**src/pkg/hbp_defines.svh**
```systemverilog
`ifndef HBP_DEFINES_SVH
`define HBP_DEFINES_SVH

// ----------------------------------------------------------------------------
// Timing counts
// ----------------------------------------------------------------------------
// Clock periods that pass between the hardware reset pin going low and the
// core entering its reset state.
`define HBP_RESET_CLOCKS 10
// Bus clocks that one master data cycle holds the pins.
`define HBP_DMA_CYCLES 4

// ----------------------------------------------------------------------------
// Reset values
// ----------------------------------------------------------------------------
`define HBP_STRAP_RESET 1'b0
`define HBP_SYNC_RESET 44'h0000_0000_0702

`endif

```
**src/pkg/hbp_pkg.sv**
```systemverilog
package hbp_pkg;

    // ------------------------------------------------------------------------
    // Port sequencer states
    // ------------------------------------------------------------------------
    typedef enum logic [1:0] {
        HBP_ST_IDLE   = 2'h0,
        HBP_ST_SLAVE  = 2'h1,
        HBP_ST_MASTER = 2'h3,
        HBP_ST_MEM    = 2'h2
    } hbp_state_e;

    // ------------------------------------------------------------------------
    // Bus cycle status codes
    // ------------------------------------------------------------------------
    typedef enum logic [2:0] {
        HBP_BS_IDLE   = 3'h0,
        HBP_BS_DMA_RD = 3'h1,
        HBP_BS_DMA_WR = 3'h2,
        HBP_BS_REG_RD = 3'h3,
        HBP_BS_REG_WR = 3'h4,
        HBP_BS_MEM    = 3'h5
    } hbp_status_e;

    // ------------------------------------------------------------------------
    // DMA request from the core
    // ------------------------------------------------------------------------
    typedef struct packed {
        logic        write;
        logic        wide;
        logic [30:0] addr;
        logic [31:0] wdata;
    } hbp_dma_req_s;

endpackage

```
**src/design/hbp_reset_seq.sv**
```systemverilog
`timescale 1ns/1ps
`include "hbp_defines.svh"

module hbp_reset_seq #(
    parameter int RESET_CLOCKS = `HBP_RESET_CLOCKS,
    parameter bit BUS_SLOWER = 1'b0
) (
    // Clock and reset
    input wire logic clk_i,
    input wire logic reset_n_i,
    // Pins
    input wire logic hw_reset_n_i,
    input wire logic tx_clk_i,
    // Core reset
    output logic core_reset_o
);
    import hbp_pkg::*;

    if (RESET_CLOCKS < 1 || RESET_CLOCKS > 15) begin : g_chk
        $error("RESET_CLOCKS must lie in 1..15");
    end

    localparam logic [3:0] LAST = 4'(RESET_CLOCKS - 1);

    logic [1:0] meta_q;
    logic [1:0] sync_q;
    logic tx_d_q;
    logic [3:0] cnt_q;
    logic core_q;

    // A bus clock slower than the transmit clock would miss transmit edges,
    // so the bus clock itself is counted in that case.
    wire tx_edge = sync_q[0] & ~tx_d_q;
    wire tick = BUS_SLOWER ? 1'b1 : tx_edge;
    wire pin_low = ~sync_q[1];
    wire at_last = (cnt_q == LAST);

    always_ff @(posedge clk_i or negedge reset_n_i) begin
        if (!reset_n_i) begin
            meta_q <= 2'h2;
            sync_q <= 2'h2;
            tx_d_q <= 1'b0;
        end else begin
            meta_q <= {hw_reset_n_i, tx_clk_i};
            sync_q <= meta_q;
            tx_d_q <= sync_q[0];
        end
    end

    always_ff @(posedge clk_i or negedge reset_n_i) begin
        if (!reset_n_i) begin
            cnt_q <= 4'h0;
            core_q <= 1'b0;
        end else if (!pin_low) begin
            cnt_q <= 4'h0;
            core_q <= 1'b0;
        end else if (!core_q && tick) begin
            cnt_q <= at_last ? cnt_q : cnt_q + 4'h1;
            core_q <= at_last;
        end
    end

    assign core_reset_o = core_q;
endmodule

```
**src/design/hbp_port.sv**
```systemverilog
`timescale 1ns/1ps
`include "hbp_defines.svh"

module hbp_port #(
    parameter int DMA_CYCLES = `HBP_DMA_CYCLES,
    parameter bit BUS_SLOWER = 1'b0
) (
    // Clock and reset; clk_i is the system bus clock.
    input wire logic clk_i,
    input wire logic reset_n_i,
    // Strap and reset pins
    input wire logic byte_order_strap_i,
    input wire logic hw_reset_n_i,
    input wire logic tx_clk_i,
    // Slave pins
    input wire logic chip_select_n_i,
    input wire logic slave_addr_strobe_n_i,
    input wire logic [5:0] register_select_lines_i,
    input wire logic slave_read_i,
    input wire logic shared_memory_request_n_i,
    output logic slave_memory_acknowledge_n_o,
    // Master pins
    input wire logic bus_grant_i,
    output hbp_pkg::hbp_status_e bus_cycle_status_o,
    output logic [31:1] dma_address_lines_o,
    output logic dma_address_oe_n_o,
    input wire logic [31:0] system_data_lines_i,
    output logic [31:0] system_data_lines_o,
    output logic data_lo_oe_n_o,
    output logic data_hi_oe_n_o,
    // Core DMA side
    input wire logic dma_req_valid_i,
    input wire hbp_pkg::hbp_dma_req_s dma_req_i,
    output logic dma_busy_o,
    output logic dma_done_o,
    output logic [31:0] dma_rdata_o,
    // Core register side
    input wire logic reg_avail_i,
    input wire logic mem_avail_i,
    input wire logic [15:0] reg_rdata_i,
    output logic [5:0] reg_addr_o,
    output logic reg_rd_o,
    output logic reg_wr_o,
    output logic [15:0] reg_wdata_o,
    // Mode and reset state
    output logic big_endian_o,
    output logic core_reset_o
);
    import hbp_pkg::*;

    if (DMA_CYCLES < 1 || DMA_CYCLES > 7) begin : g_chk
        $error("DMA_CYCLES must lie in 1..7");
    end

    localparam logic [2:0] DMA_LAST = 3'(DMA_CYCLES - 1);

    // In big endian mode a 32-bit word swaps its two halves on the pins.
    function automatic logic [31:0] hbp_order(input logic [31:0] d,
                                              input logic wide,
                                              input logic be);
        hbp_order = (wide && be) ? {d[15:0], d[31:16]} : d;
    endfunction

    // ------------------------------------------------------------------------
    // Pin synchronisers
    // ------------------------------------------------------------------------
    logic [43:0] meta_q;
    logic [43:0] sync_q;
    wire [43:0] pins = {system_data_lines_i, byte_order_strap_i,
        chip_select_n_i, slave_addr_strobe_n_i, shared_memory_request_n_i,
        register_select_lines_i, slave_read_i, bus_grant_i};

    always_ff @(posedge clk_i or negedge reset_n_i) begin
        if (!reset_n_i) begin
            meta_q <= `HBP_SYNC_RESET;
            sync_q <= `HBP_SYNC_RESET;
        end else begin
            meta_q <= pins;
            sync_q <= meta_q;
        end
    end

    wire [31:0] data_s = sync_q[43:12];
    wire strap_s = sync_q[11];
    wire cs_n_s = sync_q[10];
    wire sas_n_s = sync_q[9];
    wire shared_memory_request_n_s = sync_q[8];
    wire [5:0] rsel_s = sync_q[7:2];
    wire read_s = sync_q[1];
    wire grant_s = sync_q[0];

    // ------------------------------------------------------------------------
    // Reset sequencing
    // ------------------------------------------------------------------------
    logic core_rst;

    hbp_reset_seq #(
        .RESET_CLOCKS(`HBP_RESET_CLOCKS),
        .BUS_SLOWER(BUS_SLOWER)
    ) u_reset_seq (
        .clk_i(clk_i),
        .reset_n_i(reset_n_i),
        .hw_reset_n_i(hw_reset_n_i),
        .tx_clk_i(tx_clk_i),
        .core_reset_o(core_rst)
    );

    // ------------------------------------------------------------------------
    // State and output registers
    // ------------------------------------------------------------------------
    hbp_state_e state_q, state_d;
    hbp_status_e status_q, status_d;
    hbp_dma_req_s req_q, req_d;
    logic [2:0] cyc_q, cyc_d;
    logic ack_n_q, ack_n_d;
    logic aoe_n_q, aoe_n_d;
    logic lo_oe_n_q, lo_oe_n_d;
    logic hi_oe_n_q, hi_oe_n_d;
    logic [31:0] dout_q, dout_d;
    logic [31:0] rdata_q, rdata_d;
    logic done_q, done_d;
    logic rd_q, rd_d;
    logic wr_q, wr_d;
    logic [15:0] wdata_q, wdata_d;
    logic [5:0] rsel_q;
    logic strap_q;
    logic strap_taken_q;
    logic [1:0] fill_q;
    logic busy_q;
    logic core_rst_q;

    // The strap is static; it is taken once the synchronisers hold real pin
    // levels, and again whenever the core sits in reset.
    always_ff @(posedge clk_i or negedge reset_n_i) begin
        if (!reset_n_i) begin
            strap_q <= `HBP_STRAP_RESET;
            strap_taken_q <= 1'b0;
            fill_q <= 2'h0;
        end else begin
            fill_q <= {fill_q[0], 1'b1};
            if (fill_q[1] && (!strap_taken_q || core_rst)) begin
                strap_q <= strap_s;
                strap_taken_q <= 1'b1;
            end
        end
    end

    always_ff @(posedge clk_i or negedge reset_n_i) begin
        if (!reset_n_i) begin
            rsel_q <= 6'h00;
        end else if (!sas_n_s) begin
            rsel_q <= rsel_s;
        end
    end

    wire slave_go = !cs_n_s;
    wire mem_go = !shared_memory_request_n_s;
    wire dma_go = dma_req_valid_i && grant_s;
    wire dma_end = (cyc_q == DMA_LAST);

    // Chip select is served ahead of memory request; the host keeps the two
    // apart, so the order only matters on a protocol slip.
    always_comb begin
        state_d = state_q;
        status_d = status_q;
        req_d = req_q;
        cyc_d = cyc_q;
        ack_n_d = ack_n_q;
        aoe_n_d = aoe_n_q;
        lo_oe_n_d = lo_oe_n_q;
        hi_oe_n_d = hi_oe_n_q;
        dout_d = dout_q;
        rdata_d = rdata_q;
        done_d = 1'b0;
        rd_d = 1'b0;
        wr_d = 1'b0;
        wdata_d = wdata_q;
        case (state_q)
            HBP_ST_IDLE: begin
                if (slave_go) begin
                    state_d = HBP_ST_SLAVE;
                    status_d = read_s ? HBP_BS_REG_RD : HBP_BS_REG_WR;
                end else if (mem_go) begin
                    state_d = HBP_ST_MEM;
                    status_d = HBP_BS_MEM;
                end else if (dma_go) begin
                    state_d = HBP_ST_MASTER;
                    req_d = dma_req_i;
                    cyc_d = 3'h0;
                    status_d = dma_req_i.write ? HBP_BS_DMA_WR : HBP_BS_DMA_RD;
                    aoe_n_d = 1'b0;
                    dout_d = hbp_order(dma_req_i.wdata, dma_req_i.wide,
                        strap_q);
                    lo_oe_n_d = !dma_req_i.write;
                    hi_oe_n_d = !(dma_req_i.write && dma_req_i.wide);
                end
            end
            HBP_ST_SLAVE: begin
                if (cs_n_s) begin
                    state_d = HBP_ST_IDLE;
                    status_d = HBP_BS_IDLE;
                    ack_n_d = 1'b1;
                    lo_oe_n_d = 1'b1;
                end else if (ack_n_q && reg_avail_i) begin
                    ack_n_d = 1'b0;
                    rd_d = read_s;
                    wr_d = !read_s;
                    wdata_d = data_s[15:0];
                    dout_d = {16'h0000, reg_rdata_i};
                    lo_oe_n_d = !read_s;
                end
            end
            HBP_ST_MEM: begin
                if (shared_memory_request_n_s) begin
                    state_d = HBP_ST_IDLE;
                    status_d = HBP_BS_IDLE;
                    ack_n_d = 1'b1;
                end else if (mem_avail_i) begin
                    ack_n_d = 1'b0;
                end
            end
            HBP_ST_MASTER: begin
                cyc_d = cyc_q + 3'h1;
                if (dma_end) begin
                    state_d = HBP_ST_IDLE;
                    status_d = HBP_BS_IDLE;
                    done_d = 1'b1;
                    rdata_d = req_q.write ? rdata_q
                        : hbp_order(req_q.wide ? data_s
                            : {16'h0000, data_s[15:0]}, 1'b1, strap_q);
                    aoe_n_d = 1'b1;
                    lo_oe_n_d = 1'b1;
                    hi_oe_n_d = 1'b1;
                end
            end
            default: begin
                state_d = HBP_ST_IDLE;
            end
        endcase
        if (core_rst) begin
            state_d = HBP_ST_IDLE;
            status_d = HBP_BS_IDLE;
            ack_n_d = 1'b1;
            aoe_n_d = 1'b1;
            lo_oe_n_d = 1'b1;
            hi_oe_n_d = 1'b1;
            done_d = 1'b0;
            rd_d = 1'b0;
            wr_d = 1'b0;
        end
    end

    always_ff @(posedge clk_i or negedge reset_n_i) begin
        if (!reset_n_i) begin
            state_q <= HBP_ST_IDLE;
            status_q <= HBP_BS_IDLE;
            req_q <= '0;
            cyc_q <= 3'h0;
            ack_n_q <= 1'b1;
            aoe_n_q <= 1'b1;
            lo_oe_n_q <= 1'b1;
            hi_oe_n_q <= 1'b1;
            dout_q <= 32'h0000_0000;
            rdata_q <= 32'h0000_0000;
            done_q <= 1'b0;
            rd_q <= 1'b0;
            wr_q <= 1'b0;
            wdata_q <= 16'h0000;
            busy_q <= 1'b0;
            core_rst_q <= 1'b0;
        end else begin
            state_q <= state_d;
            status_q <= status_d;
            req_q <= req_d;
            cyc_q <= cyc_d;
            ack_n_q <= ack_n_d;
            aoe_n_q <= aoe_n_d;
            lo_oe_n_q <= lo_oe_n_d;
            hi_oe_n_q <= hi_oe_n_d;
            dout_q <= dout_d;
            rdata_q <= rdata_d;
            done_q <= done_d;
            rd_q <= rd_d;
            wr_q <= wr_d;
            wdata_q <= wdata_d;
            busy_q <= (state_d == HBP_ST_MASTER);
            core_rst_q <= core_rst;
        end
    end

    assign slave_memory_acknowledge_n_o = ack_n_q;
    assign bus_cycle_status_o = status_q;
    assign dma_address_lines_o = req_q.addr;
    assign dma_address_oe_n_o = aoe_n_q;
    assign system_data_lines_o = dout_q;
    assign data_lo_oe_n_o = lo_oe_n_q;
    assign data_hi_oe_n_o = hi_oe_n_q;
    assign dma_busy_o = busy_q;
    assign dma_done_o = done_q;
    assign dma_rdata_o = rdata_q;
    assign reg_addr_o = rsel_q;
    assign reg_rd_o = rd_q;
    assign reg_wr_o = wr_q;
    assign reg_wdata_o = wdata_q;
    assign big_endian_o = strap_q;
    assign core_reset_o = core_rst_q;

    wire in_master = (state_q == HBP_ST_MASTER);
endmodule

```
**config.mk**
```make
export PLATFORM = sky130hd
export DESIGN_NAME = hbp_port
export DESIGN_NICKNAME = d
export VERILOG_FILES = /design/src/pkg/hbp_pkg.sv /design/src/design/hbp_reset_seq.sv /design/src/design/hbp_port.sv
export VERILOG_INCLUDE_DIRS = /design/src /design/src/pkg
export SDC_FILE = /design/constraint.sdc
export NUM_CORES = 1
export LEC_CHECK = 0
export BUFFER_PORTS_ARGS = -buffer_cell sky130_fd_sc_hd__buf_2
export CORE_ASPECT_RATIO = 0.7
export CORE_MARGIN = 2
export CORE_UTILIZATION = 45
export CTS_CLUSTER_DIAMETER = 150
export DETAILED_ROUTE_END_ITERATION = 6
export PLACE_DENSITY_LB_ADDON = 0.2
export SYNTH_ARGS = -nofsm -noshare
export SYNTH_HDL_FRONTEND = slang
export SYNTH_SLANG_ARGS = --single-unit
```
**constraint.sdc**
```tcl
create_clock -name clk_i -period 2.9 [get_ports clk_i]
set_clock_uncertainty 0.2 [all_clocks]
set_input_delay 0.58 -clock clk_i [delete_from_list [all_inputs] [get_ports clk_i]]
set_output_delay 0.58 -clock clk_i [all_outputs]
set_load 0.005 [all_outputs]
```
* Word-level counts from Yosys, hierarchy flattened
Cells that the tools add are included.
Word-level totals: register bits after elaboration 238, input bits 132, output and inout port bits 130, logic and storage cells 156
Operators by class: $add $sub $neg 2, eq/ne operators 21, mux-type cells 71, bitwise operators 4, reduce and logical (&&, ||, !) cells 29
Operators with widths (count):
- two-way mux 32 bit | 8
- case mux 32 bit (2 select lines) | 1
- two-way mux 1 bit | 33
- two-way mux 3 bit | 11
- != test 3 x 2 -> 1 bit (second input constant) | 6
- two-way mux 2 bit | 8
- two-way mux 4 bit | 3
- case mux 3 bit (4 select lines) | 1
- AND reduction 4 bit | 3
- AND reduction 6 bit | 2
- != test 2 bit (second input constant) | 5
- AND reduction 3 bit | 3
- != test 4 x 3 -> 1 bit (second input constant) | 2
- case mux 2 bit (4 select lines) | 1
- equality test 2 bit (second input constant) | 3
- logical AND 1 bit | 6
- case mux 1 bit (2 select lines) | 3
- case mux 3 bit (2 select lines) | 1
- nonzero test 2 bit | 3
- nonzero test 3 bit | 2
- zero test 1 bit | 5
- != test 5 x 4 -> 1 bit (second input constant) | 1
- AND reduction 5 bit | 1
- adder 4 x 1 -> 4 bit (second input constant) | 1
- 12 further kinds | 14

* Logic depth before layout (Yosys ltp)
Gate-level depths: netlist (run 1).
depth in word-level cells 7, gate-level depth with buffers 8

* Cells and area by module
Synthesis (run 1) repeated with hierarchy kept, for this count alone.
Unflattened totals: cell total of the unflattened synthesis 766, area, all modules 9277.6 um^2
Modules (own cells, without submodules):
- hbp_port | times used 1, cells an instance 733, area each 8863.5 um^2
- hbp_reset_seq | times used 1, cells an instance 33, area each 414.1 um^2

* Worst setup path before layout (run 1)
No wires, ideal clock.
path kind register to register, start register state_q[0], end register dout_q[10], in the netlist system_data_lines_o[10], arrival time 1.851 ns, slack 0.724 ns, cell stages (with the launch flop) 9, buffers on the path 2, clock period less this slack 2.176 ns, path through dfrtp_1 -> inv_1 -> ha_1 -> and3_4 -> and2b_1 -> buf_6 -> o21ai_4 -> buf_6 -> mux2_4
On the way: longest elaborated chain between the ends 3, elaborated cells between the ends (all ways) 10, classes of those cells eq/ne (6); mux (1); reduce/logical (3)
Ends and longest elaborated chain:
- from (decl) | line hbp_port.sv:111 | hbp_state_e state_q, state_d;
- from (signal assigned) | line hbp_port.sv:272 | state_q <= state_d;
- equality test 2 x 1 -> 1 bit / zero test 2 bit (equally long branches) | line hbp_port.sv:178 | case (state_q)
- != test 2 bit (no line) / nonzero test 2 bit (equally long branches)
- AND reduction 6 bit (no line)
- to (signal assigned) | line hbp_port.sv:280 | dout_q <= dout_d;
- to (decl) | line hbp_port.sv:119 | logic [31:0] dout_q, dout_d;
Parallel ways exist; a longest one is shown, timed or not. A chain may end at the register's enable or synchronous reset.

* Worst setup path after layout (run 1)
start register state_q[1], end register wdata_q[0], in the netlist reg_wdata_o[0]
On the way: longest elaborated chain between the ends 2
Ends and longest elaborated chain:
- equality test 2 x 1 -> 1 bit | line hbp_port.sv:178
- AND reduction 3 bit (no line)
- to (signal assigned) | line hbp_port.sv:285 | wdata_q <= wdata_d;
- to (decl) | line hbp_port.sv:124 | logic [15:0] wdata_q, wdata_d;
Every way passes these cells.

==> out/qor_table.md, run 1 <==
| Parameter | This run | Unit |
| --- | --- | --- |
| Endpoint arrival time on the critical path | 2510 | ps |
| Static leakage power | 6.31 | nW |
| Total routing usage reported by global routing | 19.8 | % |
| Number of maximum-capacitance constraint violations | 0 | - |
| CTS tree | yes | - |
| Power density relative to cell area | 873 | mW/mm2 |
| Iteration count of the initial detailed-routing pass | 4 | - |
| Setup TNS after final layout | 0 | ps |
| Number of nets in the final layout | 1,210 | - |
| Syn_area_per_cell | 11.7 | um2 |
| Vias in the first global route | 6,611 | - |
| Effective utilization at floorplan | 45.4 | % |
| Worst path required time | 3080 | ps |
| Gpl congestion | 0.837 | - |
| Actual transition at the worst max-transition pin | 643 | ps |
| Highest cell delay on the worst timing path | 470 | ps |
| Final hold violation count | 0 | - |
| Clock latency of the later-clocked register in the worst-skew pair | 510 | ps |
| Switch Pwr | 3.08 | mW |
| Die area | 0.0219 | mm2 |
| Min-Delay Path Class | input port to flop | - |
| Post-CTS Setup Inserts | 0 | - |
| Async set-or-reset flop fraction in the synthesized netlist | 100 | % |
| Clock edge transition at the registers on the reported setup and hold paths | 70 | ps |
| H-tree Lvls | 1 | - |
| Cell Chain, Critical Path | inv_1 -> ha_1 -> and2b_1 -> nand3_2 -> mux2_2 | - |
| Number of buffers created by CTS | 24 | - |
| Worst Setup Path Type | flop to flop | - |
| P&R area growth vs syn | 29.4 | % |
| Count of flip-flops with a built-in enable after synthesis | 0 | - |
| Detail Placement HPWL | 14.4 | mm |
| Count of instances resized after the clock tree is built | 0 | - |
| Pin count of the biggest net entering global routing | 81 | - |
| Core Rows | 44 | - |
| Synth top cells by count | sky130_fd_sc_hd__dfrtp_1 (224), sky130_fd_sc_hd__nand2_1 (171), sky130_fd_sc_hd__o21ai_0 (52), sky130_fd_sc_hd__mux2i_1 (34), sky130_fd_sc_hd__buf_4 (31) | - |
| Part of the power in combinational logic | 26.2 | % |
| Proportion of total power due to net switching | 29.3 | % |
| Crit path capture type | flop | - |
| Sequential-to-total area share from yosys stat | 64.1 | % |
| Global-route wire length before repair | 34.8 | mm |
| Count of input and output buffers | 261 | - |
| Total number of vias | 6,591 | - |
| Count of endpoints failing setup in the final report | 0 | - |
| Average via count per standard cell | 4.83 | - |
| Clk network pwr share | 30.3 | % |
| Placeable Area | 0.0205 | mm2 |
| Kind of cell adding the most delay to the critical path | simple AND/OR/NAND/NOR gates | - |
| Number of storage elements in the synthesis netlist | 238 | - |
| Max-slew headroom at the worst pin | 57.1 | % |
| Peak supply drop | 0.533 | mV |
| Clk sinks | 238 | - |
| Synth Instances | 794 | - |
| Fraction of power consumed by sequential logic | 43.5 | % |
| DRC errors left | 0 | - |
| Number of hold-repair buffers added at the cts stage | 47 | - |
| Post-detailed-route count of antenna-violating nets | 0 | - |
| Count of final max-slew check failures | 0 | - |
| Critical path's slowest cell | sky130_fd_sc_hd__nand3_2 | - |
| Min Clock Period, post-route | 2330 | ps |
| Overall die height | 124 | um |
| Number of buffer and inverter stages on the critical path | 1 | - |
| Highest clock rate | 430 | MHz |
| Drt total wl | 21.3 | mm |
| GR Overflow Total | 0 | - |
| Number of unique standard cell types used by synthesis | 54 | - |
| Layout cell share with drive strength beyond 1 | 34.6 | % |
| Synth warn | 0 | - |
| Top cells by area in the synthesized netlist | sky130_fd_sc_hd__dfrtp_1 (60%), sky130_fd_sc_hd__nand2_1 (6.9%), sky130_fd_sc_hd__dfstp_2 (3.9%), sky130_fd_sc_hd__mux2i_1 (3.7%), sky130_fd_sc_hd__mux2_2 (3.1%) | - |
| Number of antenna violations at the first check in global routing | 1 | - |
| Most common flop cell mapped by yosys | sky130_fd_sc_hd__dfrtp_1 | - |
| Final routed wire length divided by cell count | 15.6 | um |
| Post-synthesis instance area | 0.00932 | mm2 |
| Dominant cell type by area after synthesis | sky130_fd_sc_hd__dfrtp_1 | - |
| Root cell of the clock tree | sky130_fd_sc_hd__clkbuf_16 | - |
| Outcome | finished, final reports clean | - |
| Cell internal power dissipation | 7.45 | mW |
| Synth top area share | 60.1 | % |
| Critical-path maximum fanout | 18 | - |
| Max clock buf depth | 3 | - |
| Syn nets | 935 | - |
| Share of the cycle needed by the critical path after routing | 80.2 | % |
| I/O pin cnt | 262 | - |
| Chip width | 176 | um |
| Iteration-0 DRC Markers | 336 | - |
| Most frequent cell after synthesis | sky130_fd_sc_hd__dfrtp_1 | - |
| Post-Route Utilization | 58.7 | % |
| Setup repair after global routing missed its margin | no | - |
| Startpoint type of the worst setup path | flop | - |
worst register-to-register path: cells and delay by family, from the launching register on:
family / cells / cell delay [ps]
adder cells (fa/ha/maj): 1 / 260
buffers and inverters: 1 / 120
flip-flops: 1 / 430
multiplexers: 1 / 460
AND/OR/NAND/NOR: 2 / 710
flip-flops by register name, summed over array words and instances (netlist names), 2 cells and up:
register,cells
u_reset_seq.cnt_q,4
cyc_q,3
meta_q,44
sync_q,44
fill_q,2
system_data_lines_o,32
u_reset_seq.meta_q,2
dma_rdata_o,32
reg_addr_o,6
dma_address_lines_o,31
bus_cycle_status_o,3
u_reset_seq.sync_q,2
state_q,2
req_q,2
reg_wdata_o,16
kinds of logic after synthesis:
kind of cell | synth area share, %
buffers and inverters | 5.07
DFF | 64.1
xor gates and xnor gates | 0.0940
adders and majority gates | 1.21
muxes | 9.29
AOI/OAI and AO/OA | 8.31
and+or+nand+nor | 11.9
other | 0.0402
final timing paths:
check,from,endpoint,slack [ps],depth (start not counted)
worst max register to register,state_q[1]$_DFF_PN0_,reg_wdata_o[0]$_DFFE_PN0P_,570,5
worst max-delay path,state_q[1]$_DFF_PN0_,reg_wdata_o[0]$_DFFE_PN0P_,570,5
min in group asynchronous,reset_n_i,dma_address_lines_o[7]$_DFFE_PN0P_,440,2
worst min register to register,fill_q[0]$_DFF_PN0_,fill_q[1]$_DFF_PN0_,150,0
worst min-delay path,dma_req_i[44],dma_address_lines_o[13]$_DFFE_PN0P_,70,3
max in group asynchronous,reset_n_i,data_lo_oe_n_o$_DFFE_PN1P_,1320,3
stage by stage:
stage               setup WS [ps]  hold WS [ps]  power [mW]  cell area [um2]  cells
finish                        573          65.8        10.5            12100   1364
global route                  438          50.6        11.2            12100   1364
CTS                           570          42.6        10.6            12100   1363
detailed placement            590           135        7.36            10800   1272
global placement              652           131        7.31            10800   1272
floorplan                     724          84.4        6.35             9320    794
final cells by class:
type	instances	area [um2]
Antenna cell	1	2.50
Clock buffer	36	696
Clock inverter	8	133
Fill cell	1721	8470
Inverter	11	41.3
Multi-Input combinational cell	471	2880
Sequential cell	238	5970
Tap cell	276	345
Timing Repair Buffer	323	1990
per-layer routing:
| metal | routed length, um | share of wire (%) | vias to the layer above | global-route usage, % |
|---|---|---|---|---|
| met3 | 1660 | 7.8 | 40 | 5.62 |
| li1 | - | - | 3180 | - |
| met4 | 512 | 2.4 | 0 | 4.86 |
| met2 | 9310 | 44 | 229 | 30.4 |
| met1 | 9800 | 46 | 3142 | 27.8 |
| met5 | 0 | 0 | - | 0 |
placed cells by master (no fill, tap or decap), types with 5 or more instances in the layout:
cell                            count
sky130_fd_sc_hd__a21o_1            17
sky130_fd_sc_hd__buf_2            260
sky130_fd_sc_hd__clkbuf_1           7
sky130_fd_sc_hd__dlygate4sd3_1     47
sky130_fd_sc_hd__buf_4              8
sky130_fd_sc_hd__dfrtp_1          223
sky130_fd_sc_hd__nor3_1            19
sky130_fd_sc_hd__ha_1               9
sky130_fd_sc_hd__inv_1             11
sky130_fd_sc_hd__mux2_2            26
sky130_fd_sc_hd__nor2_1            25
sky130_fd_sc_hd__nand2_1          170
sky130_fd_sc_hd__o21ai_0           52
sky130_fd_sc_hd__mux2i_1           34
sky130_fd_sc_hd__mux2_4            14
sky130_fd_sc_hd__dfstp_2           14
sky130_fd_sc_hd__buf_12             7
sky130_fd_sc_hd__a21oi_1           19
sky130_fd_sc_hd__clkbuf_8           5
sky130_fd_sc_hd__nor2b_1           22
sky130_fd_sc_hd__clkbuf_16         24
sky130_fd_sc_hd__a31oi_1           18
power by group through the flow:
| stage | logic [mW] | registers, mW | clock network, mW |
|---|---|---|---|
| after floorplan | 1.77 | 4.58 | 0 |
| after global placement | 2.70 | 4.61 | 0 |
| after detailed placement | 2.74 | 4.62 | 0 |
| after CTS | 2.80 | 4.58 | 3.27 |
| after global routing | 3.09 | 4.67 | 3.43 |
| final | 2.76 | 4.58 | 3.19 |
Power figures use the tool's default switching activity.
==> run 2: changes to the inputs <==
==> constraint.sdc (replaced) <==
create_clock -name clk_i -period 1.89 [get_ports clk_i]
set_clock_uncertainty 0.2 [all_clocks]
set_input_delay 0.378 -clock clk_i [delete_from_list [all_inputs] [get_ports clk_i]]
set_output_delay 0.378 -clock clk_i [all_outputs]
set_load 0.005 [all_outputs]
==> run 2 against run 1 <==
  * The run now ends with setup timing left
  * Wire length increased by 22%
  * Design area increased by 16%
  * Fmax increased by 11%
  * First-iteration DRC count grew 35%
  * Highest routed layer unchanged
==> out/qor_table.md, run 2 (synthesized netlist as in run 1, its figures left out) <==
| Parameter | This run | Unit |
| --- | --- | --- |
| Outcome | finished, violations left | - |
| Violations in the final reports | setup timing | - |
| Min-Delay Path Class | input port to flop | - |
| CTS tree | yes | - |
| Average via count per standard cell | 4.94 | - |
| Hold Crit Start | reg_rdata_i[3] | - |
| Count of input and output buffers | 261 | - |
| Layout cell share with drive strength beyond 1 | 46.0 | % |
| Peak supply drop | 0.804 | mV |
| Pin count of the biggest net entering global routing | 53 | - |
| Final hold violation count | 0 | - |
| Chip width | 176 | um |
| Endpoint arrival time on the critical path | 2280 | ps |
| Worst hold endpoint | system_data_lines_o[3]$_DFFE_PN0P_ | - |
| Highest clock rate | 477 | MHz |
| Gpl congestion | 0.840 | - |
| Detail Placement HPWL | 14.7 | mm |
| Vias in the first global route | 7,212 | - |
| Drt total wl | 25.9 | mm |
| Number of antenna violations at the first check in global routing | 0 | - |
| Worst hold slack after final layout | 23.0 | ps |
| Iteration count of the initial detailed-routing pass | 4 | - |
| Setup repair after global routing missed its margin | yes | - |
| Number of nets in the final layout | 1,316 | - |
| Clock edge transition at the registers on the reported setup and hold paths | 60 | ps |
| Power density relative to cell area | 1280 | mW/mm2 |
| Crit path capture type | flop | - |
| Multi-input logic area | 0.00346 | mm2 |
| Setup TNS after final layout | -9630 | ps |
| DRC errors left | 0 | - |
| Largest regs | meta_q (44), sync_q (44) | - |
| Effective utilization at floorplan | 45.4 | % |
| Total power | 18.0 | mW |
| Post-Route Utilization | 68.4 | % |
| Number of buffers created by CTS | 24 | - |
| Overall die height | 124 | um |
| Slack of the worst reg-to-reg path | -210 | ps |
| Global-route wire length before repair | 38.6 | mm |
| Worst Setup Path Type | flop to flop | - |
| Reg2reg path depth | 8 | - |
| I/O pin cnt | 262 | - |
| Area of all sequential standard cells | 0.00597 | mm2 |
| Worst path required time | 2070 | ps |
| Static leakage power | 7.13 | nW |
| Worst flop-to-flop path endpoint | system_data_lines_o[7]$_DFFE_PN0P_ | - |
| Startpoint type of the worst setup path | flop | - |
| Min Clock Period, post-route | 2100 | ps |
| Post-detailed-route count of antenna-violating nets | 0 | - |
| Commonest non-fill, non-tap cell in the layout | sky130_fd_sc_hd__buf_2 | - |
| Count of endpoints failing setup in the final report | 92 | - |
| Share of the cycle needed by the critical path after routing | 111 | % |
| Number of maximum-capacitance constraint violations | 0 | - |
| Top library cells by usage in the layout, fill and taps aside | sky130_fd_sc_hd__buf_2 (260), sky130_fd_sc_hd__dfrtp_1 (223), sky130_fd_sc_hd__nand2_1 (117) | - |
| Root cell of the clock tree | sky130_fd_sc_hd__clkbuf_16 | - |
| Die area | 0.0219 | mm2 |
| Final antenna diode count | 0 | - |
| H-tree Lvls | 1 | - |
| Max clock buf depth | 3 | - |
| Core Rows | 44 | - |
| Clk sinks | 238 | - |
| Total routing usage reported by global routing | 22.1 | % |
| Number of filler cells placed in the layout | 1,426 | - |
| Placeable Area | 0.0205 | mm2 |
| Clock latency of the later-clocked register in the worst-skew pair | 520 | ps |
| Launch point of the worst reg-to-reg path | state_q[1]$_DFF_PN0_ | - |
| Number of cells on the worst hold path | 4 | - |
| GR Overflow Total | 0 | - |
| Total number of vias | 7,248 | - |
| Critical-path maximum fanout | 6 | - |
| Final routed wire length divided by cell count | 17.6 | um |
| Count of final max-slew check failures | 0 | - |
| P&R area growth vs syn | 50.7 | % |
| Fin worst setup slack | -206 | ps |
| Iteration-0 DRC Markers | 453 | - |
[run 2: cell count changes in the layout (fill, tap and decap cells not counted), sizes merged]
cell         delta
clkbuf          +5
clkinv          +1
buf            +61
or2             +1
bufinv          +1
clkinvlp        +1
inv             -1
dlygate4sd3    +33
bufbuf          +2
diode           -1
[run 2: report_power, final]
group          internal [mW]  switching [mW]  total (mW)
logic                   3.16            2.72        5.88
registers               6.34           0.802        7.14
clock network           3.07            1.93        5.01
total                   12.6            5.46        18.0
[run 2: worst max path at each step]
stage                         start                                  end
4_1_cts        state_q[1]$_DFF_PN0_   system_data_lines_o[7]$_DFFE_PN0P_
2_1_floorplan  state_q[1]$_DFF_PN0_  system_data_lines_o[10]$_DFFE_PN0P_
3_5_place_dp   state_q[0]$_DFF_PN0_   system_data_lines_o[8]$_DFFE_PN0P_
6_report       state_q[1]$_DFF_PN0_   system_data_lines_o[7]$_DFFE_PN0P_
3_3_place_gp   state_q[0]$_DFF_PN0_   system_data_lines_o[8]$_DFFE_PN0P_
5_1_grt        state_q[1]$_DFF_PN0_   system_data_lines_o[7]$_DFFE_PN0P_
[run 2: timing repair]
action / CTS / global route
gates cloned: 9 / 12
buffers inserted: 11 / 18
endpoints found under the setup margin: 62 / 128
pin swaps: 8 / 80
gates resized for setup: 57 / 136
endpoints found under the hold margin: 306 / 0
hold buffers: 80 / 0
[run 2: final cells by class]
class | instances | share of cell area [%]
clock buffer | 32 | 4.85
sequential | 238 | 42.5
tap | 276 | 2.46
timing repair buffer | 428 | 24.0
clock inverter | 10 | 1.18
multi-input combinational | 472 | 24.7
inverter | 11 | 0.294
[run 2: critical path, cell delays in order (launching register included)]
cell and delay [ps]:
sky130_fd_sc_hd__dfrtp_1 370, sky130_fd_sc_hd__inv_2 80, sky130_fd_sc_hd__ha_4 170, sky130_fd_sc_hd__and3_4 160, sky130_fd_sc_hd__and2b_2 220, sky130_fd_sc_hd__o21ai_4 150, sky130_fd_sc_hd__buf_12 160, sky130_fd_sc_hd__buf_12 130
sky130_fd_sc_hd__mux2_4 300
[run 2: per-layer routing]
metal	vias up	track usage [%]	routed length (um)
met4	0	4.91	412
li1	3403	-	-
met2	249	34.4	12000
met3	32	5.28	1780
met1	3564	31.8	11700
met5	-	0	0
[run 2: per-stage QoR]
stage          std cells  instance area (um2)  setup slack [ps]
6_report            1467                14000              -206
4_1_cts             1441                13300              -156
3_5_place_dp        1300                11100              -201
5_1_grt             1467                14000              -270
2_1_floorplan        794                 9360              -162
3_3_place_gp        1300                11100              -172
